===== src/logic/sdac_pkg.sv =====
package sdac_pkg;

  // Converter configuration word layout.
  localparam int CFG_W = 16;
  localparam int CFG_ENABLE_BIT = 0;
  localparam int CFG_DITHER_BIT = 1;
  localparam int SEL_LSB = 8;
  localparam int SEL_W = 4;
  localparam int RATE_LSB = 12;
  localparam int RATE_W = 3;

  // Result layout.
  localparam int RESULT_W = 16;
  localparam int MIN_BITS = 5;
  localparam int SHIFT_MAX = RESULT_W - MIN_BITS;
  localparam logic [RESULT_W-1:0] RESULT_RST = 16'h0000;

  // Input source codes.
  localparam logic [SEL_W-1:0] SEL_LAST_SINGLE = 4'h3;
  localparam logic [SEL_W-1:0] SEL_PAD_SUPPLY = 4'h4;
  localparam logic [SEL_W-1:0] SEL_CORE_SUPPLY = 4'h5;
  localparam logic [SEL_W-1:0] SEL_RESERVED = 4'h6;
  localparam logic [SEL_W-1:0] SEL_GROUND = 4'h7;
  localparam logic [SEL_W-1:0] SEL_REFERENCE = 4'h8;
  localparam logic [SEL_W-1:0] SEL_DIFF_01 = 4'h9;
  localparam logic [SEL_W-1:0] SEL_DIFF_23 = 4'ha;

  // Timing.
  localparam int CLK_HZ = 50_000_000;
  localparam int SAMPLE_RATE_HZ = 1_000_000;
  localparam int SAMPLE_DIV = CLK_HZ / SAMPLE_RATE_HZ;
  localparam int CONV_MIN_TIME_US = 32;
  localparam int CONV_MAX_TIME_US = 4096;
  localparam int CONV_MIN_SAMPLES = CONV_MIN_TIME_US * SAMPLE_RATE_HZ
                                    / 1_000_000;
  localparam int CONV_MAX_SAMPLES = CONV_MAX_TIME_US * SAMPLE_RATE_HZ
                                    / 1_000_000;
  localparam int CNT_W = $clog2(CONV_MAX_SAMPLES + 1);
  localparam int TICK_W = 16;

  // Result buffer.
  localparam int FIFO_WORDS = 16;

  typedef enum logic [1:0] {
    ST_IDLE = 2'b00,
    ST_RUN = 2'b01,
    ST_HOLD = 2'b10
  } sdac_state_e;

  typedef struct packed {
    sdac_state_e st;
    logic [RATE_W-1:0] rate;
    logic [CNT_W-1:0] samples;
    logic [CNT_W-1:0] ones;
    logic [RESULT_W-1:0] result;
    logic done;
    logic push;
    logic [RESULT_W-1:0] push_data;
    logic [SEL_W-1:0] mux_src;
    logic mux_diff;
    logic mux_supply;
    logic mux_cal;
    logic sel_bad;
    logic mod_en;
    logic dither_en;
  } sdac_state_s;

  typedef struct packed {
    logic [TICK_W-1:0] cnt;
    logic tick;
  } sdac_tick_s;

endpackage


===== src/logic/sdac_ctrl.sv =====
`timescale 1ns/10ps
module sdac_ctrl
  import sdac_pkg::*;
#(
  parameter int CLK_PER_SAMPLE = SAMPLE_DIV,
  parameter int FIFO_DEPTH = FIFO_WORDS
) (
  input wire logic sys_clk,
  input wire logic resetn,
  input wire logic [CFG_W-1:0] converter_config,
  input wire logic modulator_bit,
  input wire logic event_clear,
  input wire logic result_ready,
  output logic modulator_enable,
  output logic modulator_sample,
  output logic dither_enable,
  output logic [SEL_W-1:0] mux_source,
  output logic mux_differential,
  output logic mux_supply,
  output logic mux_calibration,
  output logic select_invalid,
  output logic [RESULT_W-1:0] conversion_result,
  output logic conversion_done_event,
  output logic result_valid,
  output logic [RESULT_W-1:0] result_data
);

  sdac_state_s state_r;
  sdac_state_s state_nxt;
  logic tick;
  logic fifo_in_ready;
  logic en_cfg;
  logic [SEL_W-1:0] sel;
  logic [RATE_W-1:0] rate_cfg;
  logic [CNT_W-1:0] conv_len;
  logic [CNT_W-1:0] clamped;
  logic [RESULT_W-1:0] scaled;
  logic complete;

  // Configuration word fields.
  // field extraction here
  assign en_cfg = converter_config[CFG_ENABLE_BIT];
  assign sel = converter_config[SEL_LSB +: SEL_W];
  assign rate_cfg = converter_config[RATE_LSB +: RATE_W];

  sdac_tick #(
    .DIV(TICK_W'(CLK_PER_SAMPLE))
  ) u_tick (
    .sys_clk(sys_clk),
    .resetn(resetn),
    .run(en_cfg),
    .tick(tick)
  );

  sdac_fifo #(
    .WIDTH(RESULT_W),
    .DEPTH(FIFO_DEPTH)
  ) u_fifo (
    .sys_clk(sys_clk),
    .resetn(resetn),
    .in_valid(state_r.push),
    .in_ready(fifo_in_ready),
    .in_data(state_r.push_data),
    .out_valid(result_valid),
    .out_ready(result_ready),
    .out_data(result_data)
  );

  always_comb begin
    state_nxt = state_r;
    conv_len = CNT_W'(CONV_MIN_SAMPLES) << state_r.rate;
    // A full count of ones would overflow the field, so it saturates.
    clamped = (state_r.ones >= conv_len) ? conv_len - 1'b1 : state_r.ones;
    scaled = RESULT_W'(clamped)
             << (4'(SHIFT_MAX) - {1'b0, state_r.rate});
    complete = (state_r.st == ST_HOLD)
               && (!state_r.push || fifo_in_ready);

    state_nxt.mod_en = en_cfg;
    state_nxt.dither_en = !converter_config[CFG_DITHER_BIT];

    // Input multiplexer decode; unsafe codes fall back to ground.
    state_nxt.mux_src = sel;
    state_nxt.mux_diff = 1'b0;
    state_nxt.mux_supply = 1'b0;
    state_nxt.mux_cal = 1'b0;
    state_nxt.sel_bad = 1'b0;
    if (sel <= SEL_LAST_SINGLE) begin
      state_nxt.mux_src = sel;
    end else if (sel == SEL_PAD_SUPPLY || sel == SEL_CORE_SUPPLY) begin
      state_nxt.mux_supply = 1'b1;
    end else if (sel == SEL_GROUND || sel == SEL_REFERENCE) begin
      state_nxt.mux_cal = 1'b1;
    end else if (sel == SEL_DIFF_01 || sel == SEL_DIFF_23) begin
      state_nxt.mux_diff = 1'b1;
    end else begin
      state_nxt.mux_src = SEL_GROUND;
      state_nxt.mux_cal = 1'b1;
      state_nxt.sel_bad = 1'b1;
    end

    if (state_r.push && fifo_in_ready) begin
      state_nxt.push = 1'b0;
    end
    if (event_clear) begin
      state_nxt.done = 1'b0;
    end

    case (state_r.st)
      ST_IDLE: begin
        if (en_cfg) begin
          state_nxt.st = ST_RUN;
          state_nxt.rate = rate_cfg;
          state_nxt.samples = '0;
          state_nxt.ones = '0;
        end
      end
      ST_RUN: begin
        if (tick) begin
          state_nxt.ones = state_r.ones + CNT_W'(modulator_bit);
          state_nxt.samples = state_r.samples + 1'b1;
          if (state_r.samples == conv_len - 1'b1) begin
            state_nxt.st = ST_HOLD;
          end
        end
      end
      ST_HOLD: begin
        // A full buffer holds the conversion here until space returns.
        if (complete) begin
          state_nxt.result = scaled;
          state_nxt.push = 1'b1;
          state_nxt.push_data = scaled;
          state_nxt.done = 1'b1;
          state_nxt.st = ST_RUN;
          state_nxt.rate = rate_cfg;
          state_nxt.samples = '0;
          state_nxt.ones = '0;
        end
      end
      default: begin
        state_nxt.st = ST_IDLE;
      end
    endcase

    if (!en_cfg) begin
      state_nxt.st = ST_IDLE;
      state_nxt.samples = '0;
      state_nxt.ones = '0;
    end
  end

  always_ff @(posedge sys_clk or negedge resetn) begin
    if (!resetn) begin
      state_r <= '0;
    end else begin
      state_r <= state_nxt;
    end
  end

  assign modulator_enable = state_r.mod_en;
  assign modulator_sample = tick;
  assign dither_enable = state_r.dither_en;
  assign mux_source = state_r.mux_src;
  assign mux_differential = state_r.mux_diff;
  assign mux_supply = state_r.mux_supply;
  assign mux_calibration = state_r.mux_cal;
  assign select_invalid = state_r.sel_bad;
  assign conversion_result = state_r.result;
  assign conversion_done_event = state_r.done;

  // Checking helpers: sample spacing and samples per conversion.
  logic [TICK_W-1:0] chk_gap_r;
  logic chk_armed_r;
  logic [CNT_W:0] chk_n_r;

  always_ff @(posedge sys_clk or negedge resetn) begin
    if (!resetn) begin
      chk_gap_r <= '0;
      chk_armed_r <= 1'b0;
      chk_n_r <= '0;
    end else begin
      chk_gap_r <= (tick || !en_cfg) ? '0 : chk_gap_r + 1'b1;
      chk_armed_r <= en_cfg && (chk_armed_r || tick);
      if (state_r.st == ST_IDLE || complete) begin
        chk_n_r <= '0;
      end else if (state_r.st == ST_RUN && tick) begin
        chk_n_r <= chk_n_r + 1'b1;
      end
    end
  end

  sample_gap_a: assert property (
    @(posedge sys_clk) disable iff (!resetn)
    tick && chk_armed_r |-> chk_gap_r == TICK_W'(CLK_PER_SAMPLE - 1))
    else $error("sample spacing wrong");

  conv_length_a: assert property (
    @(posedge sys_clk) disable iff (!resetn)
    state_r.st == ST_HOLD && $past(state_r.st) == ST_RUN
    |-> int'(chk_n_r) == (CONV_MIN_SAMPLES << state_r.rate))
    else $error("conversion sample count wrong");

  low_bits_zero_a: assert property (
    @(posedge sys_clk) disable iff (!resetn)
    complete |=> (conversion_result
      & ~(16'hffff << (SHIFT_MAX - int'($past(state_r.rate))))) == 16'h0)
    else $error("result bits below resolution set");

  rate_seven_a: assert property (
    @(posedge sys_clk) disable iff (!resetn)
    complete && state_r.rate == 3'h7 && state_r.ones == 13'h0800
    |=> conversion_result == 16'h8000)
    else $error("rate 7 midscale result wrong");

  single_map_a: assert property (
    @(posedge sys_clk) disable iff (!resetn)
    sel <= SEL_LAST_SINGLE |=> mux_source == $past(sel)
      && !mux_differential && !mux_supply && !mux_calibration)
    else $error("single-ended select wrong");

  diff_map_a: assert property (
    @(posedge sys_clk) disable iff (!resetn)
    sel == SEL_DIFF_01 || sel == SEL_DIFF_23
    |=> mux_differential && mux_source == $past(sel))
    else $error("differential select wrong");

  supply_map_a: assert property (
    @(posedge sys_clk) disable iff (!resetn)
    sel == SEL_PAD_SUPPLY || sel == SEL_CORE_SUPPLY
    |=> mux_supply && !mux_differential)
    else $error("supply select wrong");

  bad_sel_a: assert property (
    @(posedge sys_clk) disable iff (!resetn)
    sel == SEL_RESERVED || sel > SEL_DIFF_23
    |=> select_invalid && mux_source == SEL_GROUND)
    else $error("reserved select not grounded");

  enable_start_a: assert property (
    @(posedge sys_clk) disable iff (!resetn)
    $rose(en_cfg) |=> modulator_enable ##0 state_r.st == ST_RUN)
    else $error("conversion did not start");

  done_set_a: assert property (
    @(posedge sys_clk) disable iff (!resetn)
    complete |=> conversion_done_event && state_r.push)
    else $error("done flag not raised");

  done_clear_a: assert property (
    @(posedge sys_clk) disable iff (!resetn)
    event_clear && !complete |=> !conversion_done_event)
    else $error("done flag not cleared");

  result_hold_a: assert property (
    @(posedge sys_clk) disable iff (!resetn)
    !complete |=> $stable(conversion_result))
    else $error("result changed between completions");

  dither_off_a: assert property (
    @(posedge sys_clk) disable iff (!resetn)
    converter_config[CFG_DITHER_BIT]
    |=> !dither_enable)
    else $error("dither not disabled");

  calib_map_a: assert property (
    @(posedge sys_clk) disable iff (!resetn)
    sel == SEL_GROUND || sel == SEL_REFERENCE
    |=> mux_calibration && !select_invalid && mux_source == $past(sel))
    else $error("calibration select wrong");

  stop_idle_a: assert property (
    @(posedge sys_clk) disable iff (!resetn)
    !en_cfg
    |=> state_r.st == ST_IDLE && !modulator_sample)
    else $error("disabled converter still running");

endmodule


===== src/logic/sdac_fifo.sv =====
`timescale 1ns/10ps
module sdac_fifo #(
  parameter int WIDTH = 16,
  parameter int DEPTH = 16
) (
  input wire logic sys_clk,
  input wire logic resetn,
  input wire logic in_valid,
  output logic in_ready,
  input wire logic [WIDTH-1:0] in_data,
  output logic out_valid,
  input wire logic out_ready,
  output logic [WIDTH-1:0] out_data
);

  localparam int PW = $clog2(DEPTH);
  localparam int CW = $clog2(DEPTH + 1);

  logic [WIDTH-1:0] mem [DEPTH];
  logic [PW-1:0] wr_ptr_r;
  logic [PW-1:0] rd_ptr_r;
  logic [CW-1:0] count_r;
  logic out_valid_r;
  logic [WIDTH-1:0] out_data_r;
  logic push;
  logic pop;

  // Storage holds DEPTH words; the output register holds one more.
  assign in_ready = (count_r != CW'(DEPTH));
  assign push = in_valid && in_ready;
  assign pop = (count_r != '0) && (!out_valid_r || out_ready);

  always_ff @(posedge sys_clk) begin
    if (push) begin
      mem[wr_ptr_r] <= in_data;
    end
  end

  always_ff @(posedge sys_clk or negedge resetn) begin
    if (!resetn) begin
      wr_ptr_r <= '0;
      rd_ptr_r <= '0;
      count_r <= '0;
      out_valid_r <= 1'b0;
      out_data_r <= '0;
    end else begin
      if (push) begin
        wr_ptr_r <= (wr_ptr_r == PW'(DEPTH - 1)) ? '0 : wr_ptr_r + 1'b1;
      end
      if (pop) begin
        rd_ptr_r <= (rd_ptr_r == PW'(DEPTH - 1)) ? '0 : rd_ptr_r + 1'b1;
        out_data_r <= mem[rd_ptr_r];
      end
      count_r <= count_r + CW'(push) - CW'(pop);
      if (pop) begin
        out_valid_r <= 1'b1;
      end else if (out_ready) begin
        out_valid_r <= 1'b0;
      end
    end
  end

  assign out_valid = out_valid_r;
  assign out_data = out_data_r;

endmodule


===== src/logic/sdac_tick.sv =====
`timescale 1ns/10ps
module sdac_tick
  import sdac_pkg::*;
#(
  parameter logic [TICK_W-1:0] DIV = TICK_W'(SAMPLE_DIV)
) (
  input wire logic sys_clk,
  input wire logic resetn,
  input wire logic run,
  output logic tick
);

  sdac_tick_s state_r;
  sdac_tick_s state_nxt;

  // Free counter restarts whenever the converter is off.
  always_comb begin
    state_nxt = state_r;
    state_nxt.tick = 1'b0;
    if (!run) begin
      state_nxt.cnt = '0;
    end else if (state_r.cnt == DIV - 1'b1) begin
      state_nxt.cnt = '0;
      state_nxt.tick = 1'b1;
    end else begin
      state_nxt.cnt = state_r.cnt + 1'b1;
    end
  end

  always_ff @(posedge sys_clk or negedge resetn) begin
    if (!resetn) begin
      state_r <= '0;
    end else begin
      state_r <= state_nxt;
    end
  end

  assign tick = state_r.tick;

endmodule


===== config.mk =====
export PLATFORM = sky130hd
export DESIGN_NAME = sdac_ctrl
export DESIGN_NICKNAME = d
export VERILOG_FILES = /design/src/logic/sdac_pkg.sv /design/src/logic/sdac_ctrl.sv /design/src/logic/sdac_fifo.sv /design/src/logic/sdac_tick.sv
export SDC_FILE = /design/constraint.sdc
export NUM_CORES = 1
export LEC_CHECK = 0
export BUFFER_PORTS_ARGS = -buffer_cell sky130_fd_sc_hd__buf_2
export CORE_AREA = 8 8 219 221
export DETAILED_ROUTE_END_ITERATION = 8
export DIE_AREA = 0 0 227 229
export PLACE_DENSITY_LB_ADDON = 0.25
export SLEW_MARGIN = 20
export SYNTH_ARGS = -nofsm -noshare
export SYNTH_HDL_FRONTEND = slang
export SYNTH_SLANG_ARGS = --single-unit

===== constraint.sdc =====
create_clock -name sys_clk -period 3.09 [get_ports sys_clk]
set_input_delay 0.4635 -clock sys_clk [delete_from_list [all_inputs] [get_ports sys_clk]]
set_output_delay 0.4635 -clock sys_clk [all_outputs]
set_load 0.005 [all_outputs]

== After elaboration in Yosys (flattened, before gate mapping) ==
Memory sizes are Yosys's and may differ from the RTL's. A register that Yosys moved wholly into a read port is not among the register bits.
Cells that the tools add are included.

* Add/sub/neg operators: 9
* Magnitude comparators: 2
* Equality and inequality tests: 19
* Shift-type cells: 2
* Multiplexer cells: 35
* Reductions and logical operators: 20

{| class="wikitable"
|+ Operators with widths
! operator !! count
|-
| 64-bit case mux with 3 select lines || 1
|-
| 64-bit two-way mux || 2
|-
| 103-bit two-way mux || 1
|-
| 69-bit two-way mux || 1
|-
| 16-bit two-way mux || 3
|-
| 32-bit by 1-bit adder with 32-bit output || 1
|-
| 32-bit by 1-bit adder with 32-bit output, second input constant || 1
|-
| 32-bit == test || 1
|-
| 32-bit greater-or-equal comparator || 1
|-
| 6-bit by 3-bit << shifter with 32-bit output, first input constant || 1
|-
| 32-bit by 1-bit subtractor with 32-bit output, second input constant || 1
|-
| 4-bit == test, second input constant || 5
|-
| 4-bit two-way mux || 5
|-
| 18-bit two-way mux || 1
|-
| 16-bit by 1-bit adder with 16-bit output, second input constant || 1
|-
| 16-bit by 6-bit == test with 1-bit output, second input constant || 1
|-
| 16-bit by 4-bit << shifter with 16-bit output || 1
|-
| 4-bit by 3-bit == test with 1-bit output, second input constant || 3
|-
| 1-bit two-way mux || 12
|-
| 2-bit two-way mux || 5
|-
| 5-bit two-way mux || 2
|-
| 3-bit AND reduction || 3
|-
| 4-bit by 1-bit adder with 4-bit output, second input constant || 2
|-
| 3-bit inequality test, second input constant || 2
|-
| 19 further kinds || 30
|}

* Register bits: 128
* RAM bits: 256
* Input port bits: 21
* Output and inout port bits: 45
* Word-level logic and storage cells: 108
* Memories kept: 1

{| class="wikitable"
|+ Memory list
! name !! words !! width !! rd ports !! clocked after memory_dff !! wr ports !! RTL line !! text
|-
| u_fifo.mem || 16 || 16 || 1 || 1 || 1 || sdac_fifo.sv:19 || <nowiki>logic [WIDTH-1:0] mem [DEPTH];</nowiki>
|}

== Logic depth before layout (Yosys ltp) ==
Gate-level depths: netlist (run 1).

* Depth after elaboration: 7
* Depth in mapped cells: 15

== Modules after synthesis ==
A second synthesis (run 1) with hierarchy kept.

* Cell total of the unflattened synthesis: 1,317
* Area, all modules: 17,683.2 um^2

{| class="wikitable"
|+ Modules (own cells, without submodules)
! module !! times used !! cells each !! area each (um^2) !! sequential area each (um^2)
|-
| sdac_fifo || 1 || 587 || 11,108.2 || 8,438.1
|-
| sdac_ctrl || 1 || 644 || 5,649.2 || 2,427.3
|-
| sdac_tick || 1 || 86 || 925.9 || 425.4
|}

== Worst setup path after synthesis (run 1) ==
Ideal clock, no wire load.

* Path kind: register -> register
* From: register state_r[109] in the netlist's numbering
* To: register state_r[25] in the netlist's numbering
* Data arrival time: 3,133 ps
* Data required time: 2,964 ps
* Slack: -169 ps
* Cell stages (with the launch flop): 13
* Clock period less this slack: 3,259 ps
* Cell sequence: dfrtp_1 > clkbuf_1 > clkbuf_1 > clkbuf_1 > nand2_1 > ha_1 > and3_1 > nand4_1 > and2_1 > clkbuf_1 > o311ai_0 > a21oi_1 > o32a_1

* Longest elaborated chain between the ends: 4
* Elaborated cells between the ends (all ways): 6

{| class="wikitable"
|+ Ends and longest elaborated chain
! item !! RTL line !! text
|-
| start, declared || sdac_ctrl.sv:28 || <nowiki>sdac_state_s state_r;</nowiki>
|-
| start signal, assigned || sdac_ctrl.sv:156 || <nowiki>state_r <= state_nxt;</nowiki>
|-
| 6-bit by 3-bit << shifter with 32-bit output || sdac_ctrl.sv:71 || <nowiki>conv_len = CNT_W'(CONV_MIN_SAMPLES) << state_r.rate;</nowiki>
|-
| 32-bit by 1-bit subtractor with 32-bit output or 32-bit greater-or-equal comparator (tied branches) || - ||
|-
| 16-bit two-way mux || sdac_ctrl.sv:73 || <nowiki>clamped = (state_r.ones >= conv_len) ? conv_len - 1'b1 : state_r.ones;</nowiki>
|-
| 16-bit by 4-bit << shifter with 16-bit output * || sdac_ctrl.sv:74 || <nowiki>scaled = RESULT_W'(clamped)</nowiki>
|}

Mark *: on every way between the ends. The rest lies on a longest branch, timed or not.
A chain may end at the register's enable or synchronous reset.

== Worst setup path in the final report (run 1) ==
* From: register u_fifo.count_r[2]
* To: register state_r[67] in the netlist's numbering

* Longest elaborated chain between the ends: 5

{| class="wikitable"
|+ Ends and longest elaborated chain
! item !! RTL line !! text
|-
| start, declared || sdac_fifo.sv:22 || <nowiki>logic [CW-1:0] count_r;</nowiki>
|-
| start signal, assigned || sdac_fifo.sv:54 || <nowiki>count_r <= count_r + CW'(push) - CW'(pop);</nowiki>
|-
| 5-bit inequality test || sdac_fifo.sv:29 || <nowiki>assign in_ready = (count_r != CW'(DEPTH));</nowiki>
|-
| 1-bit logical OR || sdac_ctrl.sv:77 || <nowiki>&& (!state_r.push || fifo_in_ready);</nowiki>
|-
| 1-bit logical AND || sdac_ctrl.sv:77 ||
|-
| 3-bit inequality test (no line) || - ||
|-
| 3-bit AND reduction (no line) || - ||
|}

Every way passes these cells.

==> results.cfg, run 1 <==
[cells_and_area]
layout-drive-gt1-share_pct = 23.75
area_delta_synth_final_pct = 15.44
stdcell_area_um2 = 20260
diodes = 0
final_nets = 1350

[clock_network]
ctsResizeCount = 0
ctsRootBufferMaster = clkbuf_16
clockBufferDepth = 3
clock_latency_ns = 0.59
cts.clk_slew.worst_paths_ns = 0.06
clock-sinks = 400
cts_tree = done
cts_made_buffers = 44
htreeDepth = 2

[place]
gp_congestion = 0.8482
io_buffers = 58
dpl_worst_slack_ns = 0.2686
place_area_um2 = 18840
dp_hpwl_um = 24770

[synth]
syn_avg_cell_area_um2 = 14.59
postSynthCellCount = 1203
synth_top_family_by_area = multiplexers
synthMuxAreaShare_pct = 12.81
async_reset_ff_share_pct = 36.00
synth-simple-area-share_pct = 10.10
synth_compound_area_share_pct = 4.506
synth_flop_cell = edfxtp_1
seq_area_frac_synth_pct = 64.34
syn-num-nets = 1254
synth_edf_count = 256
synth_area_um2 = 17550
ys_top_cells_by_area = edfxtp_1, dfrtp_1, mux4_2
post-synth-top-area-cell = edfxtp_1
synth_cell_types = 62
synthAdderAreaFrac_pct = 2.182
yosys.area_share.xor_xnor_pct = 3.045
yosys_warnings = 0
synth_top_area_share_pct = 43.81
ys_ff_latch = 400

[setup_path]
cp.arrival_ns = 3.30
cp-start-kind = register
end_kind = register
worst-setup-path-type = register to register
cp.required_ns = 3.58
path_max_fanout = 13

[hold_path]
hp-class = input pin to register

[power_and_ir_drop]
leakagePower_nw = 7.528
p_per_area_nw_per_um2 = 825.1
irDropWorstVdd_mv = 0.5242

[sta]
skew_ns = 0.02331
setup_viol = 0
maxSlewHeadroom_pct = 32.80
worst_slack_ns = 0.2881
period_needed_ns = 2.802
fin_hold_ws_ns = 0.05693
min_period_over_period_pct = 90.68
fmax_mhz = 356.9
maxSlewViolCount = 0
hold_viol = 0
setup_tns_ns = 0
tightestPinTransition_ns = 1.003
rsz0062_at_grt = no

[status]
outcome = complete, no violations

[floorplan]
die_x_um = 227
row_count = 78
dieArea_um2 = 51980
die_h_um = 229
core_area_um2 = 44700
start_util_pct = 39.26
pin_count = 66

[routing]
viasPerCell = 5.260
first_pass_iters = 5
ant_nets = 0
routed_wirelength_um = 38700
drtIter0Drc = 762
wl_per_cell_um = 20.00
vias = 10180
drc = 0

[global_routing]
gr-usage-all-layers_pct = 15.26
antenna_found_initial = 0
grt_start_max_net_pins = 92
grt_pass1_wl_um = 61960
grt_overflow = 0
grt_pass1_vias = 10600

[job]
drv_cap = 0
[synth_stat cells (all sizes together), types with 2 or more instances]
library cell / instances
mux2i: 13
a311oi: 2
a211oi: 2
o41ai: 2
and3: 18
nand2b: 9
nor4: 24
nand3: 44
a22oi: 2
buf: 31
clkbuf: 42
edfxtp: 256
and2: 12
nor2: 91
nor3b: 3
xnor2: 35
clkinv: 2
or3: 14
ha: 29
xor2: 26
o31ai: 7
mux4: 85
mux2: 18
nor2b: 5
a22o: 3
nand4: 15
o22ai: 3
o21ai: 59
or2: 3
nor3: 27
a31oi: 5
o311ai: 3
a21o: 6
dfrtp: 144
and4: 5
inv: 38
a21oi: 28
nand2: 78
[worst max-delay path, stage by stage, from the launching register on]
cell	delay [ns]
dfrtp_1	0.34
inv_1	0.06
ha_1	0.20
and4bb_1	0.24
and3_4	0.21
o31a_1	0.46
or4b_4	0.70
or3_1	0.35
a21oi_1	0.15
[sequential cells by signal, indices dropped and copies added, names as in the netlist]
| signal | count |
|---|---|
| u_fifo.mem | 256 |
| state_r | 86 |
| u_fifo.out_data | 16 |
| u_tick.state_r | 16 |
| u_fifo.count_r | 5 |
| mux_source | 4 |
| u_fifo.rd_ptr_r | 4 |
| u_fifo.wr_ptr_r | 4 |
| conversion_done_event | 1 |
| dither_enable | 1 |
| modulator_enable | 1 |
| mux_calibration | 1 |
| mux_differential | 1 |
| mux_supply | 1 |
| select_invalid | 1 |
| u_fifo.out_valid | 1 |
| u_tick.tick | 1 |
[cell families after synthesis]
logic type	after synthesis
fa+ha+maj	30
compound gates	131
simple gates	352
mux	116
flops	400
xor+xnor	61
buf+inv	113
[cell type report]
type | instances | area, µm²
Clock buffer | 61 | 1225
Clock inverter | 21 | 163.9
Fill cell | 4018 | 24440
Inverter | 40 | 150.1
Multi-Input combinational cell | 690 | 5794
Sequential cell | 400 | 11300
Tap cell | 600 | 750.7
Timing Repair Buffer | 123 | 877.1
[metal layers]
layer	global-route usage, %	vias up	part of all wire, %
li1	-	4726	-
met2	25.56	188	50
met1	20.20	5207	44
met5	0	-	0
met3	3.054	57	4.4
met4	3.710	0	2.0
[power breakdown]
group	internal [mW]	leakage, nW	switching, mW
sequential	6.39	4.30	0.546
combinational	2.27	2.54	2.50
clock	2.81	0.685	2.20
total	11.5	7.53	5.24
[cell usage in the layout (no fill, tap or decap), drive strengths merged, types with 28 or more instances in the layout]
cell,instances
a21oi,28
buf,121
clkbuf,61
dfrtp,144
edfxtp,256
ha,29
inv,41
mux4,85
nand2,78
nand3,44
nor2,91
o21ai,59
xnor2,35
[final timing paths]
check / from / endpoint / slack [ns] / cells past startpoint
max: u_fifo.count_r[2]$_DFF_PN0_ / state_r[67]$_DFFE_PN0P_ / 0.29 / 8
min: event_clear / conversion_done_event$_DFF_PN0_ / 0.06 / 2
max reg2reg: u_fifo.count_r[2]$_DFF_PN0_ / state_r[67]$_DFFE_PN0P_ / 0.29 / 8
min reg2reg: u_fifo.out_data[1]$_DFFE_PN0P_ / u_fifo.out_data[1]$_DFFE_PN0P_ / 0.50 / 1
max in group asynchronous: resetn / u_fifo.rd_ptr_r[0]$_DFFE_PN0P_ / 2.02 / 3
min in group asynchronous: resetn / u_tick.state_r[3]$_DFF_PN0_ / 0.27 / 2
[per-stage QoR]
stage / power (mW) / util [%] / cells
finish: 16.71 / 45.32 / 1935
detailed placement: 11.90 / 42.16 / 1851
floorplan: 10.21 / - / 1203
global route: 17.64 / 45.32 / 1935
global placement: 11.82 / 42.16 / 1851
CTS: 16.99 / 45.31 / 1935
[timing repair]
action / 4_1_cts / 5_1_grt
hold endpoints to repair: 15 / 0
buffers inserted: 0 / 0
hold buffers: 2 / 0
(Power assumes the default switching activity.)
==> run 2: changes to the inputs <==
- CORE_AREA: 8 8 219 221 -> 8 8 187 189
- DIE_AREA: 0 0 227 229 -> 0 0 195 197
- REMOVE_ABC_BUFFERS: not set -> 1
==> results.cfg, run 2 (synthesis results as in run 1) <==
[status]
outcome = complete, no violations

[routing]
wl_met1_um = 15690
wl_per_cell_um = 21.74
top_layer = met4
ant_nets = 0
vias = 10280
routed_wirelength_um = 37710
drtIter0Drc = 656
drc = 0
viasPerCell = 5.927
route.met3.wl_um = 1695
route.met2.wl_um = 19420
first_pass_iters = 5

[power_and_ir_drop]
p_clk_share_pct = 29.8
cellInternalPower_mw = 11.61
irDropWorstVdd_mv = 0.4397
leakagePower_nw = 7.493
p_per_area_nw_per_um2 = 834.9
p_sw_mw = 5.039
total_power_mw = 16.65
p_seq_share_pct = 41.8
p_comb_share_pct = 28.4
switching_share_pct = 30.26

[global_routing]
gr-usage-all-layers_pct = 19.83
antenna_found_initial = 0
grt_start_max_net_pins = 69
grt_pass1_vias = 10710
grt_overflow = 0
grt_pass1_wl_um = 59970

[sta]
maxSlewHeadroom_pct = 55.87
skew_ns = 0.01171
rsz0062_at_grt = no
fmax_mhz = 350.3
fin_hold_ws_ns = 0.06673
maxSlewViolCount = 0
tightestPinTransition_ns = 0.6619
worst_slack_ns = 0.2355
setup_viol = 0
hold_viol = 0
period_needed_ns = 2.854
min_period_over_period_pct = 92.38

[place]
dpl_worst_slack_ns = 0.3271
dp_hpwl_um = 23030
dp.cells = 1657
gp_congestion = 0.8449
io_buffers = 58

[clock_network]
clock_latency_ns = 0.53
cts_made_buffers = 42
ctsRootBufferMaster = clkbuf_16
cts.clk_slew.worst_paths_ns = 0.06
clock-sinks = 400
clockBufferDepth = 3
htreeDepth = 2
cts_tree = done

[cells_and_area]
final-seq-area_um2 = 11300
reg_top3 = u_fifo.mem: 256 flops, state_r: 86 flops
fin_cells = 1735
layout-drive-gt1-share_pct = 23.29
layout_common_cells = edfxtp_1, dfrtp_1, nor2_1, mux4_2, nand2_1
diodes = 0
multi_input_area_um2 = 5789
largest_register = u_fifo.mem
final_common_cell = edfxtp_1
final_nets = 1345
largest_reg_flops = 256
fillers = 2367
area_delta_synth_final_pct = 13.65

[setup_path]
cpPeakStageDelay_ns = 0.58
slowest_stage = dfrtp_1
cp.arrival_ns = 3.27
path_max_fanout = 12
worst-setup-path-type = register to register
end_kind = register
cp.required_ns = 3.50
cp-start-kind = register
cp_common_cell = nand2_1
crit_chain = nor2b_1 -> nand2_1 -> ha_1 -> o211ai_1 -> nand2_1 -> nand4_1 -> and2_1 -> o311ai_0 -> a21oi_1 -> o32a_1

[floorplan]
start_util_pct = 54.77
row_count = 66
dieArea_um2 = 38420
die_x_um = 195
die_h_um = 197
pin_count = 66
core_area_um2 = 32040

[hold_path]
hp-class = input pin to register

[job]
drv_cap = 0
-- run 2: what timing repair did --
item | CTS | global route
hold buffers | 1 | 0
buffers inserted | 0 | 0
hold endpoints to repair | 58 | 0
endpoints found under the setup margin | 0 | 1
resized for setup | 0 | 1
-- run 2: worst paths after layout --
kind | start | depth (start not counted) | slack (ns) | endpoint
max | state_r[109]$_DFFE_PN0P_ | 10 | 0.24 | state_r[25]$_DFFE_PN0P_
min | converter_config[1] | 2 | 0.07 | dither_enable$_DFF_PN0_
max reg2reg | state_r[109]$_DFFE_PN0P_ | 10 | 0.24 | state_r[25]$_DFFE_PN0P_
min reg2reg | u_fifo.out_data[3]$_DFFE_PN0P_ | 1 | 0.50 | u_fifo.out_data[3]$_DFFE_PN0P_
max in group asynchronous | resetn | 3 | 1.85 | u_fifo.out_valid$_DFFE_PN0P_
min in group asynchronous | resetn | 2 | 0.50 | u_fifo.out_data[7]$_DFFE_PN0P_
-- run 2: per-layer routing --
| layer | GRT usage (%) | up-vias |
|---|---|---|
| li1 | - | 4722 |
| met1 | 25.18 | 5283 |
| met2 | 35.05 | 214 |
| met3 | 3.070 | 65 |
| met4 | 5.783 | 0 |
| met5 | 0 | - |
-- run 2: layout make-up --
| type | count | area share (%) |
|---|---|---|
| clock inverters | 21 | 1.085 |
| well taps | 408 | 2.560 |
| multi-input cells | 690 | 29.03 |
| inverters | 40 | 0.7529 |
| repair buffers | 120 | 4.147 |
| flip-flops and latches | 400 | 56.64 |
| clock buffers | 56 | 5.785 |
-- run 2: critical path: cells and delay by family (launching register included) --
kind                       cells  cell delay [ns]
and+or+nand+nor                5             0.81
DFF                            1             0.58
adders and majority gates      1             0.32
AOI/OAI and AO/OA              4             1.03
-- run 2: through the flow --
stage          TNS [ns]  cell area [µm²]  utilization, %
6_report              0            19940           62.24
5_1_grt               0            19940           62.24
4_1_cts               0            19940           62.24
3_5_place_dp          0            18560           57.94
3_3_place_gp          0            18560           57.94
2_1_floorplan    -22.21            17170               -
-- run 2: power by group through the flow --
stage               combinational (mW)  clock (mW)  sequential, mW
floorplan                         2.77           0            7.30
global placement                  4.65           0            7.04
detailed placement                4.73           0            7.07
CTS                               4.77        5.07            6.97
global route                      5.16        5.26            7.04
finish                            4.72        4.97            6.96
==> run 3: changes to the inputs <==
- PLACE_DENSITY: not set -> 0.75
- PLACE_DENSITY_LB_ADDON: 0.25 -> not set
- TNS_END_PERCENT: not set -> 20
==> results.cfg, run 3 (synthesis results as in run 1) <==
[status]
outcome = complete, no violations

[hold_path]
hp-class = input pin to register
min_path_cells = 2
min_from = converter_config[1]

[sta]
maxSlewViolCount = 0
period_needed_ns = 2.887
fmax_mhz = 346.4
rsz0062_at_grt = no
tightestPinTransition_ns = 0.7362
setup_viol = 0
maxSlewHeadroom_pct = 50.92
hold_viol = 0
skew_ns = 0.01356
min_period_over_period_pct = 93.44

[cells_and_area]
area_delta_synth_final_pct = 13.30
multi_input_area_um2 = 5789
layout_common_cells = edfxtp_1, dfrtp_1, nor2_1, mux4_2, nand2_1
stdcell_area_um2 = 19880
final_common_cell = edfxtp_1
fillers = 2357
reg_top3 = u_fifo.mem: 256 flops, state_r: 86 flops
final_nets = 1335
layout-drive-gt1-share_pct = 23.14
diodes = 0
final_core_util_pct = 62.05
largest_register = u_fifo.mem
final-seq-area_um2 = 11300
largest_reg_flops = 256

[setup_path]
r2r_cells = 11
r2r-start = state_r[110]$_DFFE_PN0P_
crit_path_end = state_r[25]$_DFFE_PN0P_
worst-setup-path-type = register to register
ff2ff_setup_slack_ns = 0.20
end_kind = register
cp.arrival_ns = 3.30
path_max_fanout = 9
cp_common_cell = nand2_1
cp-start-kind = register
startpoint = state_r[110]$_DFFE_PN0P_
cp.required_ns = 3.50
r2r_end = state_r[25]$_DFFE_PN0P_
cpPeakStageDelay_ns = 0.45
slowest_stage = o311ai_0
crit_chain = buf_4 -> nor2_1 -> nand2_1 -> ha_1 -> o211ai_1 -> nand2_1 -> nand4_1 -> and2_1 -> o311ai_0 -> a21oi_1 -> o32a_1

[routing]
wl_per_cell_um = 21.80
drtIter0Drc = 841
routed_wirelength_um = 37540
viasPerCell = 6.003
first_pass_iters = 5
drc = 0
ant_nets = 0
vias = 10340

[power_and_ir_drop]
irDropWorstVdd_mv = 0.4859
leakagePower_nw = 7.439
p_per_area_nw_per_um2 = 830.5

[clock_network]
cts_tree = done
ctsRootBufferMaster = clkbuf_16
clock_latency_ns = 0.53
htreeDepth = 2
clockBufferDepth = 3
clock-sinks = 400
cts_made_buffers = 40
cts.clk_slew.worst_paths_ns = 0.07

[global_routing]
antenna_found_initial = 0
grt_start_max_net_pins = 69
grt_pass1_wl_um = 60000
gr-usage-all-layers_pct = 19.78
grt_pass1_vias = 10570
grt_overflow = 0

[floorplan]
core_area_um2 = 32040
die_x_um = 195
pin_count = 66
die_h_um = 197
row_count = 66
start_util_pct = 54.77
dieArea_um2 = 38420

[place]
place_area_um2 = 18530
dp_hpwl_um = 23380
gp_congestion = 0.8603
io_buffers = 58

[job]
drv_cap = 0
[run 3: cell types whose count changed in the layout (fill, tap and decap cells not counted), moves of 2 or more]
cell	delta
clkbuf_1	-3
buf_12	+2
clkinv_1	-4
clkinvlp_4	+2
buf_4	-10
[run 3: worst min path at each step]
stage / endpoint / slack, ns
after global routing: dither_enable$_DFF_PN0_ / 0.08
after CTS: dither_enable$_DFF_PN0_ / 0.05
after global placement: u_fifo.out_data[9]$_DFFE_PN0P_ / 0.48
after detailed placement: u_fifo.out_data[2]$_DFFE_PN0P_ / 0.49
after floorplan: conversion_done_event$_DFF_PN0_ / 0.17
final: dither_enable$_DFF_PN0_ / 0.08
[run 3: timing repair]
action / 4_1_cts / 5_1_grt
endpoints found under the hold margin: 27 / 0
buffers inserted: 0 / 0
gates resized for setup: 0 / 2
setup endpoints to repair: 0 / 2
hold buffers: 1 / 0
[run 3: layer usage]
| layer | up-vias | share of wire, % | track usage [%] |
|---|---|---|---|
| li1 | 4674 | - | - |
| met1 | 5262 | 41 | 26.25 |
| met4 | 0 | 2.0 | 5.138 |
| met5 | - | 0 | 0 |
| met2 | 341 | 50 | 34.00 |
| met3 | 60 | 6.1 | 3.019 |
[run 3: per-stage QoR]
step                power [mW]  instances  setup TNS [ns]  hold slack (ns)  worst slack, ns
global route             17.29       1722               0          0.07824          0.02253
floorplan                10.06       1130          -22.21           0.1679           -1.032
finish                   16.51       1722               0          0.07553           0.2028
global placement         11.57       1649               0           0.4842           0.2975
detailed placement       11.71       1649               0           0.4908           0.2143
CTS                      16.66       1722               0          0.05155           0.1773
[run 3: critical path: cells and delay by family (launching register included)]
kind | cells | cell delay (ns)
fa+ha+maj | 1 | 0.29
simple gates | 5 | 0.85
flops | 1 | 0.42
compound gates | 4 | 1.02
buf+inv | 1 | 0.19
[run 3: power breakdown]
group / internal, mW / switching, mW / leakage [nW]
sequential: 6.39 / 0.655 / 4.30
combinational: 2.21 / 2.33 / 2.49
clock: 2.92 / 2.00 / 0.653
total: 11.5 / 4.99 / 7.44
[run 3: area by class of cell]
cell class              count  area share (%)
inverters                  40          0.7552
multi-input cells         690           29.12
flip-flops and latches    400           56.82
repair buffers            112           3.984
clock buffers              52           5.677
well taps                 408           2.568
clock inverters            20           1.076
